File: config.mk
export PLATFORM = sky130hd
export DESIGN_NAME = watchdog_config_decode
export DESIGN_NICKNAME = d
export VERILOG_FILES = /design/src/hw/watchdog_cfg_pkg.sv /design/src/hw/watchdog_config_decode.sv
export SDC_FILE = /design/constraint.sdc
export NUM_CORES = 1
export LEC_CHECK = 0
export BUFFER_PORTS_ARGS = -buffer_cell sky130_fd_sc_hd__buf_2
export CORE_MARGIN = 8
export CORE_UTILIZATION = 27
export DETAILED_ROUTE_END_ITERATION = 10
export PLACE_DENSITY = 0.56
export SETUP_SLACK_MARGIN = 0.02
export SLEW_MARGIN = 20
export SYNTH_ARGS = -nofsm -noshare
export SYNTH_HDL_FRONTEND = slang
export SYNTH_SLANG_ARGS = --single-unit
File: constraint.sdc
create_clock -name clock -period 11 [get_ports clock]
set_input_delay 3.3 -clock clock [delete_from_list [all_inputs] [get_ports clock]]
set_output_delay 3.3 -clock clock [all_outputs]
set_load 0.05 [all_outputs]
File: src/hw/watchdog_cfg_pkg.sv
// watchdog configuration decode: constants, field layout and carrier types
// assumes a 32-bit APB master and a 10 MHz system clock
// Operation
// - unimplemented configuration bits read back as one
// - blank device: every configuration bit reads one
// - mode 00: watchdog off, software enable ignored
// - mode 01: software enable bit runs watchdog
// - mode 10: counts awake, suspended during sleep
// - mode 11: counts always, sleep or not
// - period codes 0-18 double divider 1:32 upward
// - codes 19-30 fix divider 1:32, locked
// - code 31 loads 01011 at reset, writable
// - clock field ignored when mode is 00
// - clock codes select low, mid, secondary oscillator
// - clock codes 3-6 reserved, 7 software select
// - window codes 0-5 fixed, need keyed kick
`default_nettype none

package watchdog_cfg_pkg;

	// configuration byte indices; byte address is four times the index
	localparam logic [31:0] CFG_LO_IDX  = 32'h0030_0004;
	localparam logic [31:0] CFG_HI_IDX  = 32'h0030_0005;
	localparam logic [31:0] CFG_LO_ADDR = 32'h00C0_0010;
	localparam logic [31:0] CFG_HI_ADDR = 32'h00C0_0014;
	// block control and status words
	localparam logic [31:0] CTL_ADDR    = 32'h0000_0000;
	localparam logic [31:0] KICK_ADDR   = 32'h0000_0004;
	localparam logic [31:0] STAT_ADDR   = 32'h0000_0008;
	localparam logic [31:0] EFF_ADDR    = 32'h0000_000C;

	// blank values and unimplemented bits
	localparam logic [6:0] CFG_LO_BLANK = 7'h7F;
	localparam logic [5:0] CFG_HI_BLANK = 6'h3F;
	localparam logic [7:0] LO_UNIMPL    = 8'h80;
	localparam logic [7:0] HI_UNIMPL    = 8'hC0;

	// operating modes
	localparam logic [1:0] MODE_OFF   = 2'h0;
	localparam logic [1:0] MODE_SOFT  = 2'h1;
	localparam logic [1:0] MODE_AWAKE = 2'h2;
	localparam logic [1:0] MODE_ON    = 2'h3;

	// period codes
	localparam logic [4:0] PER_MAX      = 5'h12;
	localparam logic [4:0] PER_SOFT     = 5'h1F;
	localparam logic [4:0] PER_POR_SOFT = 5'h0B;
	localparam logic [4:0] DIV_LOG2_MIN = 5'h05;

	// window codes
	localparam logic [2:0] WIN_LAST_SHUT = 3'h5;
	localparam logic [2:0] WIN_OPEN_LOCK = 3'h6;
	localparam logic [2:0] WIN_OPEN      = 3'h7;
	localparam logic [2:0] WIN_EIGHTHS   = 3'h7;

	// reference clock codes
	localparam logic [2:0] CLK_LOW   = 3'h0;
	localparam logic [2:0] CLK_MID   = 3'h1;
	localparam logic [2:0] CLK_SEC   = 3'h2;
	localparam logic [2:0] CLK_SOFT  = 3'h7;

	// control and status word fields and kick key
	localparam int CTL_ON     = 0;
	localparam int CTL_CLK    = 1;
	localparam int CTL_PER    = 4;
	localparam int CTL_WIN    = 9;
	localparam int CTL_RELOAD = 12;
	localparam int STAT_TO    = 24;
	localparam int STAT_WV    = 25;
	localparam int STAT_RUN   = 26;
	localparam logic [7:0] KICK_KEY = 8'h5A;

	localparam int CNT_W = 24;

	typedef struct packed {
		logic        psel;
		logic        penable;
		logic        pwrite;
		logic [31:0] paddr;
		logic [31:0] pwdata;
	} apb_req_t;

	typedef struct packed {
		logic [6:0]       cfg_lo;
		logic [5:0]       cfg_hi;
		logic             load_pend;
		logic [4:0]       rt_period;
		logic [2:0]       rt_window;
		logic [2:0]       rt_clk;
		logic             soft_on;
		logic [2:0]       sync_a;
		logic [2:0]       sync_b;
		logic [2:0]       sync_c;
		logic [CNT_W-1:0] count;
		logic             trip;
		logic             to_seen;
		logic             wv_seen;
		logic [31:0]      prdata;
	} wd_state_t;

endpackage

`default_nettype wire

File: src/hw/watchdog_config_decode.sv
// watchdog whose mode, period, clock and window come from two config bytes
// assumes oscillator ticks arrive asynchronously; core_sleep is on clock
`default_nettype none

module watchdog_config_decode (
	input  wire logic                      clock,
	input  wire logic                      rst_n,
	input  wire watchdog_cfg_pkg::apb_req_t apb_req,
	output logic                           pready,
	output logic                           pslverr,
	output logic [31:0]                    prdata,
	input  wire logic [2:0]                osc_ticks,
	input  wire logic                      core_sleep,
	output logic                           watchdog_reset
);
	import watchdog_cfg_pkg::*;

	wd_state_t r;
	wd_state_t n;

	logic             acc;
	logic             wr;
	logic             hit;
	logic [1:0]       mode;
	logic [2:0]       clk_code;
	logic [2:0]       rise;
	logic             tick;
	logic             running;
	logic [4:0]       dlog;
	logic [CNT_W-1:0] divider;
	logic [CNT_W-1:0] shut_lim;
	logic             win_locked;
	logic             kick;
	logic [31:0]      rd_val;

	// por value of the period field
	function automatic logic [4:0] por_period(input logic [4:0] code);
		por_period = (code == PER_SOFT) ? PER_POR_SOFT : code;
	endfunction

	// por value of the window field
	function automatic logic [2:0] por_window(input logic [2:0] code);
		por_window = (code == WIN_OPEN_LOCK) ? WIN_OPEN : code;
	endfunction

	// bus decode, zero wait states
	assign acc = apb_req.psel & apb_req.penable;
	assign wr  = acc & apb_req.pwrite;
	assign hit = (apb_req.paddr == CFG_LO_ADDR) | (apb_req.paddr == CFG_HI_ADDR)
		| (apb_req.paddr == CTL_ADDR) | (apb_req.paddr == KICK_ADDR)
		| (apb_req.paddr == STAT_ADDR) | (apb_req.paddr == EFF_ADDR);
	assign pready  = 1'b1;
	assign pslverr = acc & ~hit;
	assign prdata  = r.prdata;
	assign watchdog_reset = r.trip;

	// mode and clock choice from the stored configuration
	assign mode = r.cfg_lo[6:5];
	assign clk_code = (r.cfg_hi[5:3] == CLK_SOFT) ? r.rt_clk : r.cfg_hi[5:3];
	assign rise = r.sync_b & ~r.sync_c;

	// reference tick select
	always_comb
	begin
		tick = 1'b0;
		if (mode != MODE_OFF)
		begin
			case (clk_code)
				CLK_LOW: tick = rise[0];
				CLK_MID: tick = rise[1];
				CLK_SEC: tick = rise[2];
				default: tick = 1'b0;
			endcase
		end
	end

	// run decision per mode
	always_comb
	begin
		case (mode)
			MODE_OFF:   running = 1'b0;
			MODE_SOFT:  running = r.soft_on;
			MODE_AWAKE: running = ~core_sleep;
			default:    running = 1'b1;
		endcase
	end

	// divider and closed part of the window
	assign dlog = ((r.rt_period <= PER_MAX) ? r.rt_period : 5'h00) + DIV_LOG2_MIN;
	assign divider = CNT_W'(1) << dlog;
	assign shut_lim = (r.rt_window <= WIN_LAST_SHUT)
		? (CNT_W'(WIN_EIGHTHS - r.rt_window) << (dlog - 5'h03)) : '0;
	assign win_locked = (r.cfg_hi[2:0] != WIN_OPEN);

	// kick write, keyed unless the window is software owned
	assign kick = wr & (apb_req.paddr == KICK_ADDR)
		& (~win_locked | (apb_req.pwdata[7:0] == KICK_KEY));

	// read mux
	always_comb
	begin
		rd_val = '0;
		case (apb_req.paddr)
			CFG_LO_ADDR: rd_val = {24'h00_0000, LO_UNIMPL | {1'b0, r.cfg_lo}};
			CFG_HI_ADDR: rd_val = {24'h00_0000, HI_UNIMPL | {2'b00, r.cfg_hi}};
			CTL_ADDR:    rd_val = {19'h0_0000, 1'b0, r.rt_window, r.rt_period,
				r.rt_clk, r.soft_on};
			STAT_ADDR:   rd_val = {5'h00, running, r.wv_seen, r.to_seen, r.count};
			EFF_ADDR:    rd_val = {19'h0_0000, mode, clk_code, r.rt_window, dlog};
			default:     rd_val = '0;
		endcase
	end

	// next state
	always_comb
	begin
		n = r;
		n.trip = 1'b0;
		n.sync_a = osc_ticks;
		n.sync_b = r.sync_a;
		n.sync_c = r.sync_b;
		if (apb_req.psel & ~apb_req.penable)
			n.prdata = rd_val;
		// capture of the configuration into runtime settings
		if (r.load_pend)
		begin
			n.load_pend = 1'b0;
			n.rt_period = por_period(r.cfg_lo[4:0]);
			n.rt_window = por_window(r.cfg_hi[2:0]);
			n.rt_clk    = CLK_LOW;
			n.soft_on   = 1'b0;
			n.count     = '0;
		end
		// register writes
		if (wr)
		begin
			case (apb_req.paddr)
				CFG_LO_ADDR: n.cfg_lo = apb_req.pwdata[6:0];
				CFG_HI_ADDR: n.cfg_hi = apb_req.pwdata[5:0];
				CTL_ADDR:
				begin
					n.soft_on = apb_req.pwdata[CTL_ON];
					if (r.cfg_hi[5:3] == CLK_SOFT)
						n.rt_clk = apb_req.pwdata[CTL_CLK +: 3];
					if (r.cfg_lo[4:0] == PER_SOFT)
						n.rt_period = apb_req.pwdata[CTL_PER +: 5];
					if (!win_locked)
						n.rt_window = apb_req.pwdata[CTL_WIN +: 3];
					if (apb_req.pwdata[CTL_RELOAD])
						n.load_pend = 1'b1;
				end
				STAT_ADDR:
				begin
					if (apb_req.pwdata[STAT_TO])
						n.to_seen = 1'b0;
					if (apb_req.pwdata[STAT_WV])
						n.wv_seen = 1'b0;
				end
				default: n.prdata = r.prdata;
			endcase
		end
		// counting, kicks and time-out; sets come after clears
		if (mode == MODE_OFF)
			n.count = '0;
		else if (kick)
		begin
			n.count = '0;
			if (running && (r.count < shut_lim))
			begin
				n.trip = 1'b1;
				n.wv_seen = 1'b1;
			end
		end
		else if (running && tick && !r.load_pend)
		begin
			if (r.count == divider - CNT_W'(1))
			begin
				n.count = '0;
				n.trip = 1'b1;
				n.to_seen = 1'b1;
			end
			else
				n.count = r.count + CNT_W'(1);
		end
	end

	// state register, synchronous reset to blank configuration
	always_ff @(posedge clock)
	begin
		if (!rst_n)
		begin
			r <= '0;
			r.cfg_lo <= CFG_LO_BLANK;
			r.cfg_hi <= CFG_HI_BLANK;
			r.load_pend <= 1'b1;
		end
		else
			r <= n;
	end
endmodule

`default_nettype wire

==> Word-level counts from Yosys, hierarchy flattened <==
Cells that the tools add are included.
{ "classes": {"eq_ne": 16, "reduce_logical": 14, "n_addsub": 5, "magnitude_cmp": 3, "shifts": 2, "mux": 32, "n_bitwise": 19} }
{ "op_table": {"columns": ["operator", "count"], "rows": [
  ["$pmux W27 S5", 1],
  ["$mux W24", 3],
  ["$eq A32 B24 Y1 const B", 2],
  ["$eq A32 B4 Y1 const B", 2],
  ["$mux W32", 2],
  ["$mux W34", 1],
  ["$eq A32 B3 Y1 const B", 1],
  ["$logic_not A32 Y1", 1],
  ["$mux W13", 2],
  ["$mux W26", 1],
  ["$add A24 B1 Y24 const B", 1],
  ["$eq A24 B24 Y1", 1],
  ["$lt A24 B24 Y1", 1],
  ["$shl A1 B5 Y24 const A", 1],
  ["$shl A24 B5 Y24", 1],
  ["$sub A24 B1 Y24 const B", 1],
  ["$mux W5", 3],
  ["$mux W12", 1],
  ["$mux W3", 4],
  ["$mux W1", 9],
  ["$eq A8 B7 Y1 const B", 1],
  ["$and A1 B1 Y1", 6],
  ["$eq A3 B3 Y1 const B", 2],
  ["$mux W2", 3],
  ["26 further kinds", 40]
]} }
{ "totals": {"elab_cells": 106, "regBits": 94, "out_inout_bits": 35, "in_bits": 73} }

==> Logic depth before layout (Yosys ltp) <==
Gate-level depths: netlist of run 1.
{ "logic_depth": {"word_depth": 11, "depth_mapped": 25, "depth_no_buf": 21} }

==> Worst setup path before layout of run 1 <==
Ideal clock, no wire load.
{ "synth_timing": {"path_kind": "input port to output port", "start": "in apb_req[35] (netlist bit)", "end": "out pslverr", "slack_ns": 3.123, "stages": 4, "path_buffers": 1, "t_arrival_ns": 4.577, "required_time_ns": 7.700, "cell_sequence": "clkbuf_1 nand4b_1 nand2b_1 a21oi_1"} }
{ "synth_via": {"elab_chain_len": 8, "word_cells_on_any_way": 13, "cone_classes": "eq/ne: 5; bitwise: 7; reduce/logical: 1"} }
{ "synth_rtl": {"columns": ["element", "line_no", "rtl"], "rows": [
  ["from (decl)", "watchdog_config_decode.sv:8", "input wire watchdog_cfg_pkg::apb_req_t apb_req,"],
  ["$eq A32 B24 Y1", "watchdog_config_decode.sv:49", "assign hit = (apb_req.paddr == CFG_LO_ADDR) | (apb_req.paddr == CFG_HI_ADDR)"],
  ["$or A1 B1 Y1", "watchdog_config_decode.sv:49", null],
  ["$or A1 B1 Y1 (2 in a row)", "watchdog_config_decode.sv:50", "| (apb_req.paddr == CTL_ADDR) | (apb_req.paddr == KICK_ADDR)"],
  ["$or A1 B1 Y1", "watchdog_config_decode.sv:51", "| (apb_req.paddr == STAT_ADDR) | (apb_req.paddr == EFF_ADDR);"],
  ["$or A1 B1 Y1 *", "watchdog_config_decode.sv:51", null],
  ["$not A1 Y1 *", "watchdog_config_decode.sv:53", "assign pslverr = acc & ~hit;"],
  ["$and A1 B1 Y1 *", "watchdog_config_decode.sv:53", null],
  ["to (decl)", "watchdog_config_decode.sv:10", "output logic pslverr,"]
]} }
Every way passes the cells marked *; elsewhere a longest branch is shown, timed or not.

==> Worst setup path after layout of run 1 <==
{ "layout_timing": {"start": "in apb_req[63] (netlist bit)", "end": "out pslverr"} }
Same word-level chain as after synthesis.

==> results of run 1 <==
==> power groups by stage <==
| stage | Clock [W] | Sequential (W) | Combinational (W) |
|---|---|---|---|
| CTS | 0.000341 | 0.000333 | 0.000175 |
| detailed placement | 0 | 0.000340 | 0.000175 |
| floorplan | 0 | 0.000336 | 0.000138 |
| finish | 0.000335 | 0.000333 | 0.000179 |
| global route | 0.000354 | 0.000334 | 0.000195 |
| global placement | 0 | 0.000341 | 0.000174 |
==> worst max path at each step <==
stage,depth (start not counted),slack [ps],end,startpoint
after global placement,6,3290,pslverr,apb_req[63]
after CTS,6,3280,pslverr,apb_req[63]
final,6,3300,pslverr,apb_req[63]
after floorplan,4,3120,pslverr,apb_req[35]
after detailed placement,6,3280,pslverr,apb_req[63]
after global routing,6,3200,pslverr,apb_req[63]
==> cell usage after synthesis (5+ instances only) <==
cell type / number / share of area
a2111oi_0: 5 / 0.0059
a211oi_1: 5 / 0.0050
a21o_1: 7 / 0.0070
a21oi_1: 33 / 0.022
a22oi_1: 27 / 0.027
a31oi_1: 18 / 0.015
and2_1: 19 / 0.016
and3_1: 13 / 0.011
buf_1: 6 / 0.0030
buf_2: 7 / 0.0047
buf_4: 39 / 0.039
buf_6: 5 / 0.0075
clkbuf_1: 45 / 0.023
dfxtp_1: 89 / 0.24
ha_1: 31 / 0.052
inv_1: 31 / 0.016
mux2_2: 7 / 0.011
mux2i_1: 37 / 0.050
nand2_1: 117 / 0.059
nand2b_1: 9 / 0.0075
nand3_1: 42 / 0.028
nand4_1: 21 / 0.018
nor2_1: 50 / 0.025
nor2b_1: 32 / 0.027
nor3_1: 22 / 0.015
nor4_1: 20 / 0.017
o2111a_1: 5 / 0.0075
o2111ai_1: 6 / 0.0070
o211a_1: 12 / 0.016
o211ai_1: 14 / 0.014
o21ai_0: 44 / 0.029
o21ai_1: 10 / 0.0067
o221ai_1: 10 / 0.012
o22ai_1: 6 / 0.0050
o31ai_1: 9 / 0.0090
o41ai_1: 11 / 0.013
or3_1: 7 / 0.0059
xnor2_1: 14 / 0.016
==> layout make-up <==
class / count / area share
clock inverters: 7 / 0.01123
clock buffers: 9 / 0.02733
inverters: 32 / 0.01457
multi-input cells: 750 / 0.6107
well taps: 378 / 0.05739
flip-flops and latches: 89 / 0.2162
repair buffers: 94 / 0.06255
==> flip-flops by register name, indices dropped and copies added, names as in the netlist <==
register / flops
mode: 2
n: 6
prdata: 27
r: 53
watchdog_reset: 1
==> logic make-up after synthesis <==
logic type | synth area share
mux | 0.06004
buf+inv | 0.09366
simple gates | 0.2648
flops | 0.2382
other cells | 0.001004
compound gates | 0.2643
xor+xnor | 0.02626
fa+ha+maj | 0.05185
==> stage by stage <==
| stage | utilization | hold WS [ps] |
|---|---|---|
| finish | 0.2991 | 432.7 |
| global route | 0.2991 | 448.9 |
| CTS | 0.2977 | 435.9 |
| detailed placement | 0.2861 | 420.9 |
| global placement | 0.2861 | 416.3 |
| floorplan | - | 411.9 |
==> critical path: stages <==
cell and delay (ps):
buf_2 90, nor4_1 360, nand4_1 150, nor2_1 160, a21oi_1 100, buf_2 220
==> per-layer routing <==
layer  routed length (um)  vias up  share of wire
li1                     -     3600              -
met1                10730     3589           0.44
met2                11770      282           0.48
met3                 1457       42          0.059
met4                  663        0          0.027
met5                    0        -              0
==> cells in the final DEF, fill, tap and decap left out, types with 31 or more instances in the layout <==
cell	instances
inv_1	31
a21oi_1	33
nor2_1	50
ha_1	31
dfxtp_1	89
nand2_1	117
buf_2	84
mux2i_1	37
nor2b_1	32
o21ai_0	44
nand3_1	42
==> results by group, run 1 <==
Clock network
  • Clock slew seen by the registers of the worst setup and hold paths: ~60 ps
  • Post-CTS Resized: 0
  • CTS tree: done
  • H-tree depth: 3
  • Worst skew pair latency: 350 ps
  • CTS max path bufs: 2
  • Number of clock sinks: a little under 90
  • Setup bufs post-CTS: 0
  • Clk root buf: clkbuf_16
  • Hold Buf Count CTS: 0
  • CTS buffer count: 9

Critical path
  • CP Data Arrival Time: roughly 4400 ps
  • Worst Setup End Kind: primary output
  • Reg2reg start: r[77]
  • Critical path fanouts, max: 2
  • Reg2Reg Depth: 17
  • CP Class: input port to primary output
  • WP data required: ~7700 ps
  • Reg2reg end: r[45]
  • R2R Setup Slk: about 5100 ps
  • CP Launch Type: input port

Pwr
  • P_sw: about 0.00028 W
  • Clock power frac: 0.395
  • Cell Int Power: between 0.0005 and 0.0006 W
  • Switching power share of the total: 0.3262
  • Leakage power: 3.156 nW
  • Peak supply drop: between 0.00007 and 0.00008 V
  • Sequential Power Share: 0.393
  • Gate power share: 0.212
  • Post-route total power: around 0.00085 W
  • Power Dens Cells: between 100 and 150 nW/um^2

STA
  • Unrepaired setup endpoints after global routing: false
  • Worst Max-Slew Pin Slew: between 1000 and 1500 ps
  • Achievable Freq: 129.9 MHz
  • Fin crit period: slightly below 8000 ps
  • Fin crit share: 0.6997
  • Final hold viol count: 0
  • Max-slew violations: 0
  • TNS Setup: 0 ps
  • Slew headroom: 0.3163
  • Final setup fails: 0
  • Skew final: ~13 ps
  • PnR worst setup slack: 3303 ps

Drt
  • DRT Wirelength: between 20000 and 25000 um
  • DR vias/cell: roughly 5.5
  • DRC viols: 0
  • Final antenna-violating net count: 0
  • DRT iter0 DRCs: approximately 670
  • Vias after detailed routing: ~7500
  • Wire per inst: around 18 um
  • 1st-pass router iterations: 5

GRT
  • Grt met3 use: 0.01969
  • GR Overflow Total: 0
  • Number of global-route vias before repair: a little over 7000
  • Largest net degree at the start of global routing: between 60 and 70
  • GRT busiest layer: met2
  • First-pass GRT wire length: about 40000 um
  • Total GRT Usage: 0.1445
  • Met2 Use GR: 0.2452
  • Initial antenna violation count: 0
  • GRT met1 Usage: 0.1830

Final layout
  • Fillers: slightly below 3000
  • Sequential cell area: roughly 1800 sq um
  • Multi-input logic area: between 5000 and 6000 sq um
  • Final net count: roughly 1100
  • Non-filler cells, final: between 1000 and 1500
  • Ant diodes: 0
  • Ratio of cells with drive above 1 in the final layout: 0.1468
  • Final instance area: roughly 8200 sq um
  • Area growth, synth to finish: 10.17%

Worst hold path
  • Worst Hold Launch: n[63]
  • Hold depth: 1
  • Worst hold endpoint: n[60]
  • Min-Delay Path Class: flop to flop

Synthesis
  • Synthesized flop and latch total: 89
  • Number of synthesized flops with an enable pin: 0
  • Distinct cells, synth: 91
  • Main synth FF type: dfxtp_1
  • Sequential share of the synthesized area: 0.2382
  • Post-Syn Area: 7481 sq um
  • Cells after synthesis: 970
  • Synth warn: 0
  • Syn avg cell area: about 7.7 sq um
  • Async S/R FF share, synth: 0

Floorplan
  • IO Pins: between 100 and 150
  • Row cnt: just over 60
  • Initial Utilization: 0.2715
  • Die span in y: between 150 and 200 um
  • Die width: around 180 um
  • Full die area: between 30000 and 40000 sq um
  • Placeable Area: 27550 sq um

Placement
  • Place WS: ~3300 ps
  • Hpwl dp: ~18000 um
  • Final Wtd Congestion: between 0.9 and 1
  • I/O Buffers: 84
  • Area after DPL: roughly 8000 sq um
  • Dpl cells: ~1300

Outcome
  • Status: finished, final reports clean

Flow run
  • Max cap viols: 0
(Power assumes the default switching activity.)
==> inputs of run 2 (changes only) <==
Settings changed: ABC_AREA set to 1.
Clock period 11 ns to 7.2 ns, I/O delays scaled along.
==> run 2 against run 1 <==
Net effect:
- clock power grew 48%
- worst hold slack lost 25 ps
- sequential power grew 51%
- routed wire length shrank 7.8%
- die area shrank 6.0%
- total power grew 45%
- sequential share of layout area grew 1.2 points
- clock skew shrank 3.8 ps
- flip-flop and latch count is the same
- utilization grew 0.40 points
- largest power group is now sequential cells
- critical endpoint unchanged
- design area shrank 5.2%
- area after synthesis shrank 6.5%
==> results by group, run 2 <==
Synthesis
  • Async S/R FF share, synth: 0 (unchanged)
  • Number of synthesized flops with an enable pin: 0 (unchanged)
  • Sequential share of the synthesized area: 0.2548 (+0.01666)
  • Cells after synthesis: 1135 (+17%)
  • Synth area leaders: dfxtp_1, nand2_1, inv_1
  • Syn avg cell area: 6.160 sq um (-20%)
  • Commonest cells post-synth: nand2_1, inv_1, nor2_1, dfxtp_1, a21oi_1
  • Top cell type's share of synthesized area: 0.2548 (+0.01666)
  • Distinct cells, synth: 48 (-47%)
  • Synth warn: 0 (unchanged)
  • Post-Syn Area: 6992 sq um (-6.5%)
  • Post-synth top area cell: dfxtp_1
  • Synthesized flop and latch total: 89 (unchanged)
  • Most common cell in the netlist: nand2_1
  • Main synth FF type: dfxtp_1

Floorplan
  • Die width: 176.9 um (-3.0%)
  • IO Pins: 108 (unchanged)
  • Row cnt: 59 (-3.3%)
  • Full die area: 31300 sq um (-6.0%)
  • Initial Utilization: 0.2714 (about the same)
  • Placeable Area: 25760 sq um (-6.5%)
  • Die span in y: 176.9 um (-3.0%)

Critical path
  • Crit path max-delay family: buffers and inverters
  • CP Data Arrival Time: 3910 ps (-490 ps)
  • Slowest CP cell: nor4_4
  • CP Class: input port to primary output
  • WP data required: 5040 ps (-2660 ps)
  • Critical path fanouts, max: 9 (+7)
  • CP cell instances: buf_2 -> nor2_1 -> inv_1 -> nor3_1 -> inv_1 -> nor4_4 -> buf_4 -> clkinv_1 -> buf_4 -> nand4_1 -> nor4_1 -> buf_2
  • Worst Setup End Kind: primary output
  • CP Launch Type: input port
  • CP max stage delay: 260 ps (-100 ps)
  • CP Buf/Inv Count: 7 (+5)

STA
  • Unrepaired setup endpoints after global routing: false
  • Fin crit share: 0.8433
  • Worst Max-Slew Pin Slew: 922.7 ps (-100.8 ps)
  • Skew final: 9.302 ps (-3.837 ps)
  • Final setup fails: 0 (unchanged)
  • TNS Setup: 0 ps (unchanged)
  • Final hold viol count: 0 (unchanged)
  • Fin crit period: slightly above 6000 ps
  • Max-slew violations: 0 (unchanged)
  • Achievable Freq: roughly 160 MHz
  • Slew headroom: 0.3826 (+0.06634)

Final layout
  • Most common library cell in the layout ignoring fill and taps: nand2_1
  • Fillers: 2899 (-2.8%)
  • Commonest non-fill, non-tap cells in the layout: nand2_1, inv_1, nor2_1
  • Ant diodes: 0 (unchanged)
  • Ratio of cells with drive above 1 in the final layout: 0.1176 (-0.02919)
  • Sequential cell area: 1782 sq um (unchanged)
  • Area growth, synth to finish: 11.70%
  • Post-layout util: 0.3031 (+0.004018)
  • Multi-input logic area: 4327 sq um (-14%)
  • Final net count: 1281 (+19%)
  • Max reg flops: 53 (unchanged)
  • Largest Register: r

Pwr
  • Sequential Power Share: 0.409 (+0.016)
  • Gate power share: 0.188 (-0.024)
  • P_sw: 0.0003886 W (+41%)
  • Power Dens Cells: 157.7 nW/um^2 (+53%)
  • Cell Int Power: 0.0008434 W (+48%)
  • Switching power share of the total: 0.3154 (-0.01080)
  • Clock power frac: 0.402 (+0.007)
  • Leakage power: 3.617 nW (+15%)
  • Peak supply drop: 0.00008652 V (+15%)
  • Post-route total power: 0.001232 W (+45%)

Clock network
  • Worst skew pair latency: 350 ps (about the same)
  • Number of clock sinks: 89 (unchanged)
  • Post-CTS Resized: 0 (unchanged)
  • CTS max path bufs: 2 (unchanged)
  • Clock slew seen by the registers of the worst setup and hold paths: 70 ps (about the same)
  • Hold Buf Count CTS: 0 (unchanged)
  • CTS tree: done
  • Clk root buf: clkbuf_16
  • CTS buffer count: 9 (unchanged)
  • Setup bufs post-CTS: 0 (unchanged)
  • H-tree depth: 3 (unchanged)

Worst hold path
  • Min-Delay Path Class: flop to flop

Placement
  • Final Wtd Congestion: 0.9395 (+2.9%)
  • Hpwl dp: 18290 um (-0.19%)
  • I/O Buffers: 84 (unchanged)

Drt
  • 1st-pass router iterations: 5 (unchanged)
  • Wire per inst: 14.96 um (-17%)
  • DRC viols: 0 (unchanged)
  • Final antenna-violating net count: 0 (unchanged)
  • DRT Wirelength: 22690 um (-7.8%)
  • Vias after detailed routing: 7150 (-4.8%)
  • DR vias/cell: 4.713 (-15%)
  • DRT iter0 DRCs: 541 (-19%)

Flow run
  • Max cap viols: 0 (unchanged)

GRT
  • First-pass GRT wire length: 36360 um (-7.2%)
  • Largest net degree at the start of global routing: 40 (-39%)
  • Total GRT Usage: 0.1440 (-0.0004928)
  • Number of global-route vias before repair: 6811 (-3.9%)
  • GR Overflow Total: 0 (unchanged)
  • Initial antenna violation count: 0 (unchanged)

Outcome
  • Status: finished, final reports clean
## run 2: changes by cell type after synthesis, moves of 22 or more
cell      change
nor2b_1      -32
nand3_1      +37
clkbuf_1     -22
a21oi_1      +55
nand2_1     +209
inv_1       +100
a22oi_1      -27
nor2_1       +57
mux2i_1      -37
## run 2: power by group through the flow
stage	combinational, W	sequential, W	clock, W
finish	0.000232	0.000504	0.000496
global route	0.000263	0.000505	0.000518
CTS	0.000233	0.000504	0.000504
detailed placement	0.000232	0.000516	0
global placement	0.000230	0.000516	0
floorplan	0.000176	0.000513	0
## run 2: layout make-up
cell class / count / area share
Timing Repair Buffer: 89 / 0.05864
Tap cell: 335 / 0.05367
Clock buffer: 9 / 0.02884
Multi-Input combinational cell: 849 / 0.5540
Inverter: 139 / 0.06681
Sequential cell: 89 / 0.2281
Clock inverter: 7 / 0.009933
## run 2: kinds of logic after synthesis
logic type,after synthesis,share of synthesized area
flip-flops,89,0.2548
AO/OA/AOI/OAI,200,0.1628
buffers and inverters,201,0.1285
other,2,0.001074
XOR/XNOR,21,0.02827
AND/OR/NAND/NOR,591,0.3690
adder cells (fa/ha/maj),31,0.05548
## run 2: final timing paths
check | startpoint | end | slack (ps) | cells after the start
worst min-delay path | n[62] | n[59] | 410 | 2
worst max register to register | r[77] | r[48] | 2540 | 23
worst min register to register | n[62] | n[59] | 410 | 2
worst max-delay path | apb_req[33] | pslverr | 1130 | 12
## run 2: metrics by stage
stage | instances | setup slack, ps | hold slack [ps] | area (sq um)
after detailed placement | 1501 | 1149 | 398.1 | 7507
after floorplan | 1139 | 765.3 | 390.5 | 7007
final | 1517 | 1128 | 407.6 | 7810
after CTS | 1517 | 1140 | 409.7 | 7810
after global placement | 1501 | 1161 | 396.8 | 7507
after global routing | 1517 | 1000 | 424.1 | 7810
## run 2: worst register-to-register path: stages (launching register included)
cell,delay [ps]
dfxtp_1,500
nor2_1,70
nand2_1,90
nand2_2,100
nand2_1,280
inv_1,220
ha_1,260
o211a_1,220
nor2_2,530
nand3_1,460
a21oi_1,470
inv_1,70
nand2_1,70
nor2_1,50
nand2_1,80
nand2_1,50
nand2_1,50
nand2_1,40
nor2_1,110
nand2_1,100
nor2_4,160
nand3_4,280
nand2_1,180
a21oi_1,70
## run 2: per-layer routing
metal,vias up,global-route usage,share of wire
met2,144,0.2526,0.49
met5,-,0,0
met3,28,0.01792,0.032
met4,0,0.04378,0.022
li1,3761,-,-
met1,3217,0.1806,0.46
==> inputs of run 3 (changes only) <==
Settings changed: ABC_AREA 1 to 0, PLACE_DENSITY 0.56 to 0.57.
Clock period 7.2 ns to 5.4 ns, I/O delays scaled along.
==> run 3 against run 2 <==
Net effect:
- total power up 38%
- non-clock buffer count up 16
- critical path type is now flop to flop
- worst hold slack better by 26 ps
- critical path depth up 6
- design area up 6.1%
- critical endpoint is now r[51]
- largest cell class unchanged
- largest power group unchanged
==> results by group, run 3 (synthesized netlist as in run 1, its figures left out) <==
STA
  • TNS Setup: 0 ps (unchanged)
  • Final hold viol count: 0 (unchanged)
  • Skew final: 10.71 ps (+1.412 ps)
  • Slew headroom: 0.3091 (-0.07354)
  • Max-slew violations: 0 (unchanged)
  • Final setup fails: 0 (unchanged)
  • Fin crit share: 0.9182
  • Fin crit period: just under 5000 ps
  • Achievable Freq: a little over 200 MHz
  • Unrepaired setup endpoints after global routing: false
  • Worst Max-Slew Pin Slew: 1034 ps (+111.6 ps)
  • Fin Hold WS: 433.8 ps (+26.25 ps)
  • PnR worst setup slack: 442.0 ps (-686.3 ps)

Floorplan
  • Initial Utilization: 0.2715 (about the same)
  • Die width: 182.5 um (+3.1%)
  • Full die area: 33290 sq um (+6.4%)
  • Placeable Area: 27550 sq um (+6.9%)
  • IO Pins: 108 (unchanged)
  • Die span in y: 182.5 um (+3.1%)
  • Row cnt: 61 (+3.4%)

Critical path
  • CP Class: flop to flop
  • Crit path max-delay family: simple AND/OR/NAND/NOR gates
  • Worst Setup End Kind: flop
  • Reg2Reg Depth: 18 (-22%)
  • CP max stage delay: 650 ps (+390 ps)
  • CP cell instances: o31ai_1 -> nand2_1 -> inv_1 -> ha_1 -> and4bb_2 -> o2bb2ai_1 -> nor2_2 -> nand3_1 -> ha_1 -> xor2_1 -> o21ai_0 -> a211o_1 -> nor4_1 -> nand4_1 -> nor4b_1 -> nand4_1 -> nand2_1 -> o41ai_1
  • Reg2reg start: r[78]
  • CP Data Arrival Time: 5170 ps (+1260 ps)
  • CP Buf/Inv Count: 1 (-6)
  • Reg2reg end: r[51]
  • CP Launch Point: r[78]
  • Critical path fanouts, max: 11 (+2)
  • Slowest CP cell: dfxtp_1
  • WP data required: 5610 ps (+570 ps)
  • R2R Setup Slk: 440 ps (-2100 ps)
  • CP Launch Type: flop

Drt
  • Vias after detailed routing: 7548 (+5.6%)
  • DR vias/cell: 5.514 (+17%)
  • DRT Wirelength: 24850 um (+9.5%)
  • DRT iter0 DRCs: 613 (+13%)
  • 1st-pass router iterations: 6 (+1)
  • DRC viols: 0 (unchanged)
  • Wire per inst: 18.15 um (+21%)
  • Final antenna-violating net count: 0 (unchanged)

Clock network
  • CTS tree: done
  • CTS max path bufs: 2 (unchanged)
  • Setup bufs post-CTS: 0 (unchanged)
  • H-tree depth: 3 (unchanged)
  • CTS buffer count: 9 (unchanged)
  • Number of clock sinks: 89 (unchanged)
  • Clk root buf: clkbuf_16
  • Clock slew seen by the registers of the worst setup and hold paths: 70 ps (about the same)
  • Worst skew pair latency: 350 ps (about the same)

Final layout
  • Ratio of cells with drive above 1 in the final layout: 0.1564 (+0.03881)
  • Multi-input logic area: 5031 sq um (+16%)
  • Final net count: 1091 (-15%)
  • Most common library cell in the layout ignoring fill and taps: nand2_1
  • Final instance area: 8284 sq um (+6.1%)
  • Fillers: 3025 (+4.3%)
  • Ant diodes: 0 (unchanged)
  • Sequential cell area: 1782 sq um (unchanged)
  • Post-layout util: 0.3007 (-0.002474)
  • Max reg flops: 53 (unchanged)
  • Commonest non-fill, non-tap cells in the layout: nand2_1, dfxtp_1, buf_2
  • Largest Register: r
  • Area growth, synth to finish: 10.74%

GRT
  • Number of global-route vias before repair: 7067 (+3.8%)
  • GRT busiest layer: met2
  • Initial antenna violation count: 0 (unchanged)
  • Met2 Use GR: 0.2350 (-0.01759)
  • GRT met1 Usage: 0.1889 (+0.008255)
  • Largest net degree at the start of global routing: 65 (+63%)
  • GR Overflow Total: 0 (unchanged)
  • Grt met3 use: 0.02346 (+0.005542)
  • Total GRT Usage: 0.1448 (+0.0007812)
  • First-pass GRT wire length: 39170 um (+7.7%)

Worst hold path
  • Hold depth: 1 (-1)
  • Worst Hold Launch: n[64]
  • Min-Delay Path Class: flop to flop
  • Worst hold endpoint: n[61]

Pwr
  • Power Dens Cells: 205.3 nW/um^2 (+30%)
  • Leakage power: 3.193 nW (-12%)
  • Peak supply drop: 0.0001397 V (+61%)

Placement
  • Final Wtd Congestion: 0.9618 (+2.4%)
  • Hpwl dp: 18440 um (+0.86%)
  • I/O Buffers: 84 (unchanged)
  • Place WS: 476.1 ps (-672.8 ps)
  • Area after DPL: 7974 sq um (+6.2%)

Flow run
  • Max cap viols: 0 (unchanged)

Outcome
  • Status: finished, final reports clean
==> run 3: worst max-delay path by stage <==
stage                         end  slack [ps]  cells past startpoint
final                       r[51]         440                     18
after global routing        r[57]          50                     19
after CTS                   r[51]         440                     18
after detailed placement    r[51]         480                     18
after global placement      r[51]         470                     18
after floorplan           pslverr         880                      4
==> run 3: cell type report <==
cell class,count,area share
multi-input cells,750,0.6073
inverters,32,0.01450
flip-flops and latches,89,0.2151
clock inverters,6,0.009062
repair buffers,105,0.06978
clock buffers,9,0.02719
well taps,378,0.05709
==> run 3: repair_timing <==
action,CTS,global route
hold buffers,0,0
gates resized for setup,0,2
endpoints found under the setup margin,0,22
==> run 3: per-stage QoR <==
stage          total power, W  cells
3_3_place_gp         0.001057   1354
5_1_grt              0.001773   1369
4_1_cts              0.001706   1369
6_report             0.001701   1369
3_5_place_dp         0.001057   1354
2_1_floorplan       0.0009643    974
==> run 3: where the power goes <==
group / switching, W / internal (W)
clock network: 0.000286 / 0.000364
registers: 0.0000123 / 0.000666
logic: 0.000245 / 0.000128
==> run 3: per-layer routing <==
metal | up-vias | wire length [um]
li1 | 3613 | -
met1 | 3561 | 11080
met2 | 318 | 11360
met3 | 56 | 1693
met4 | 0 | 722
met5 | - | 0
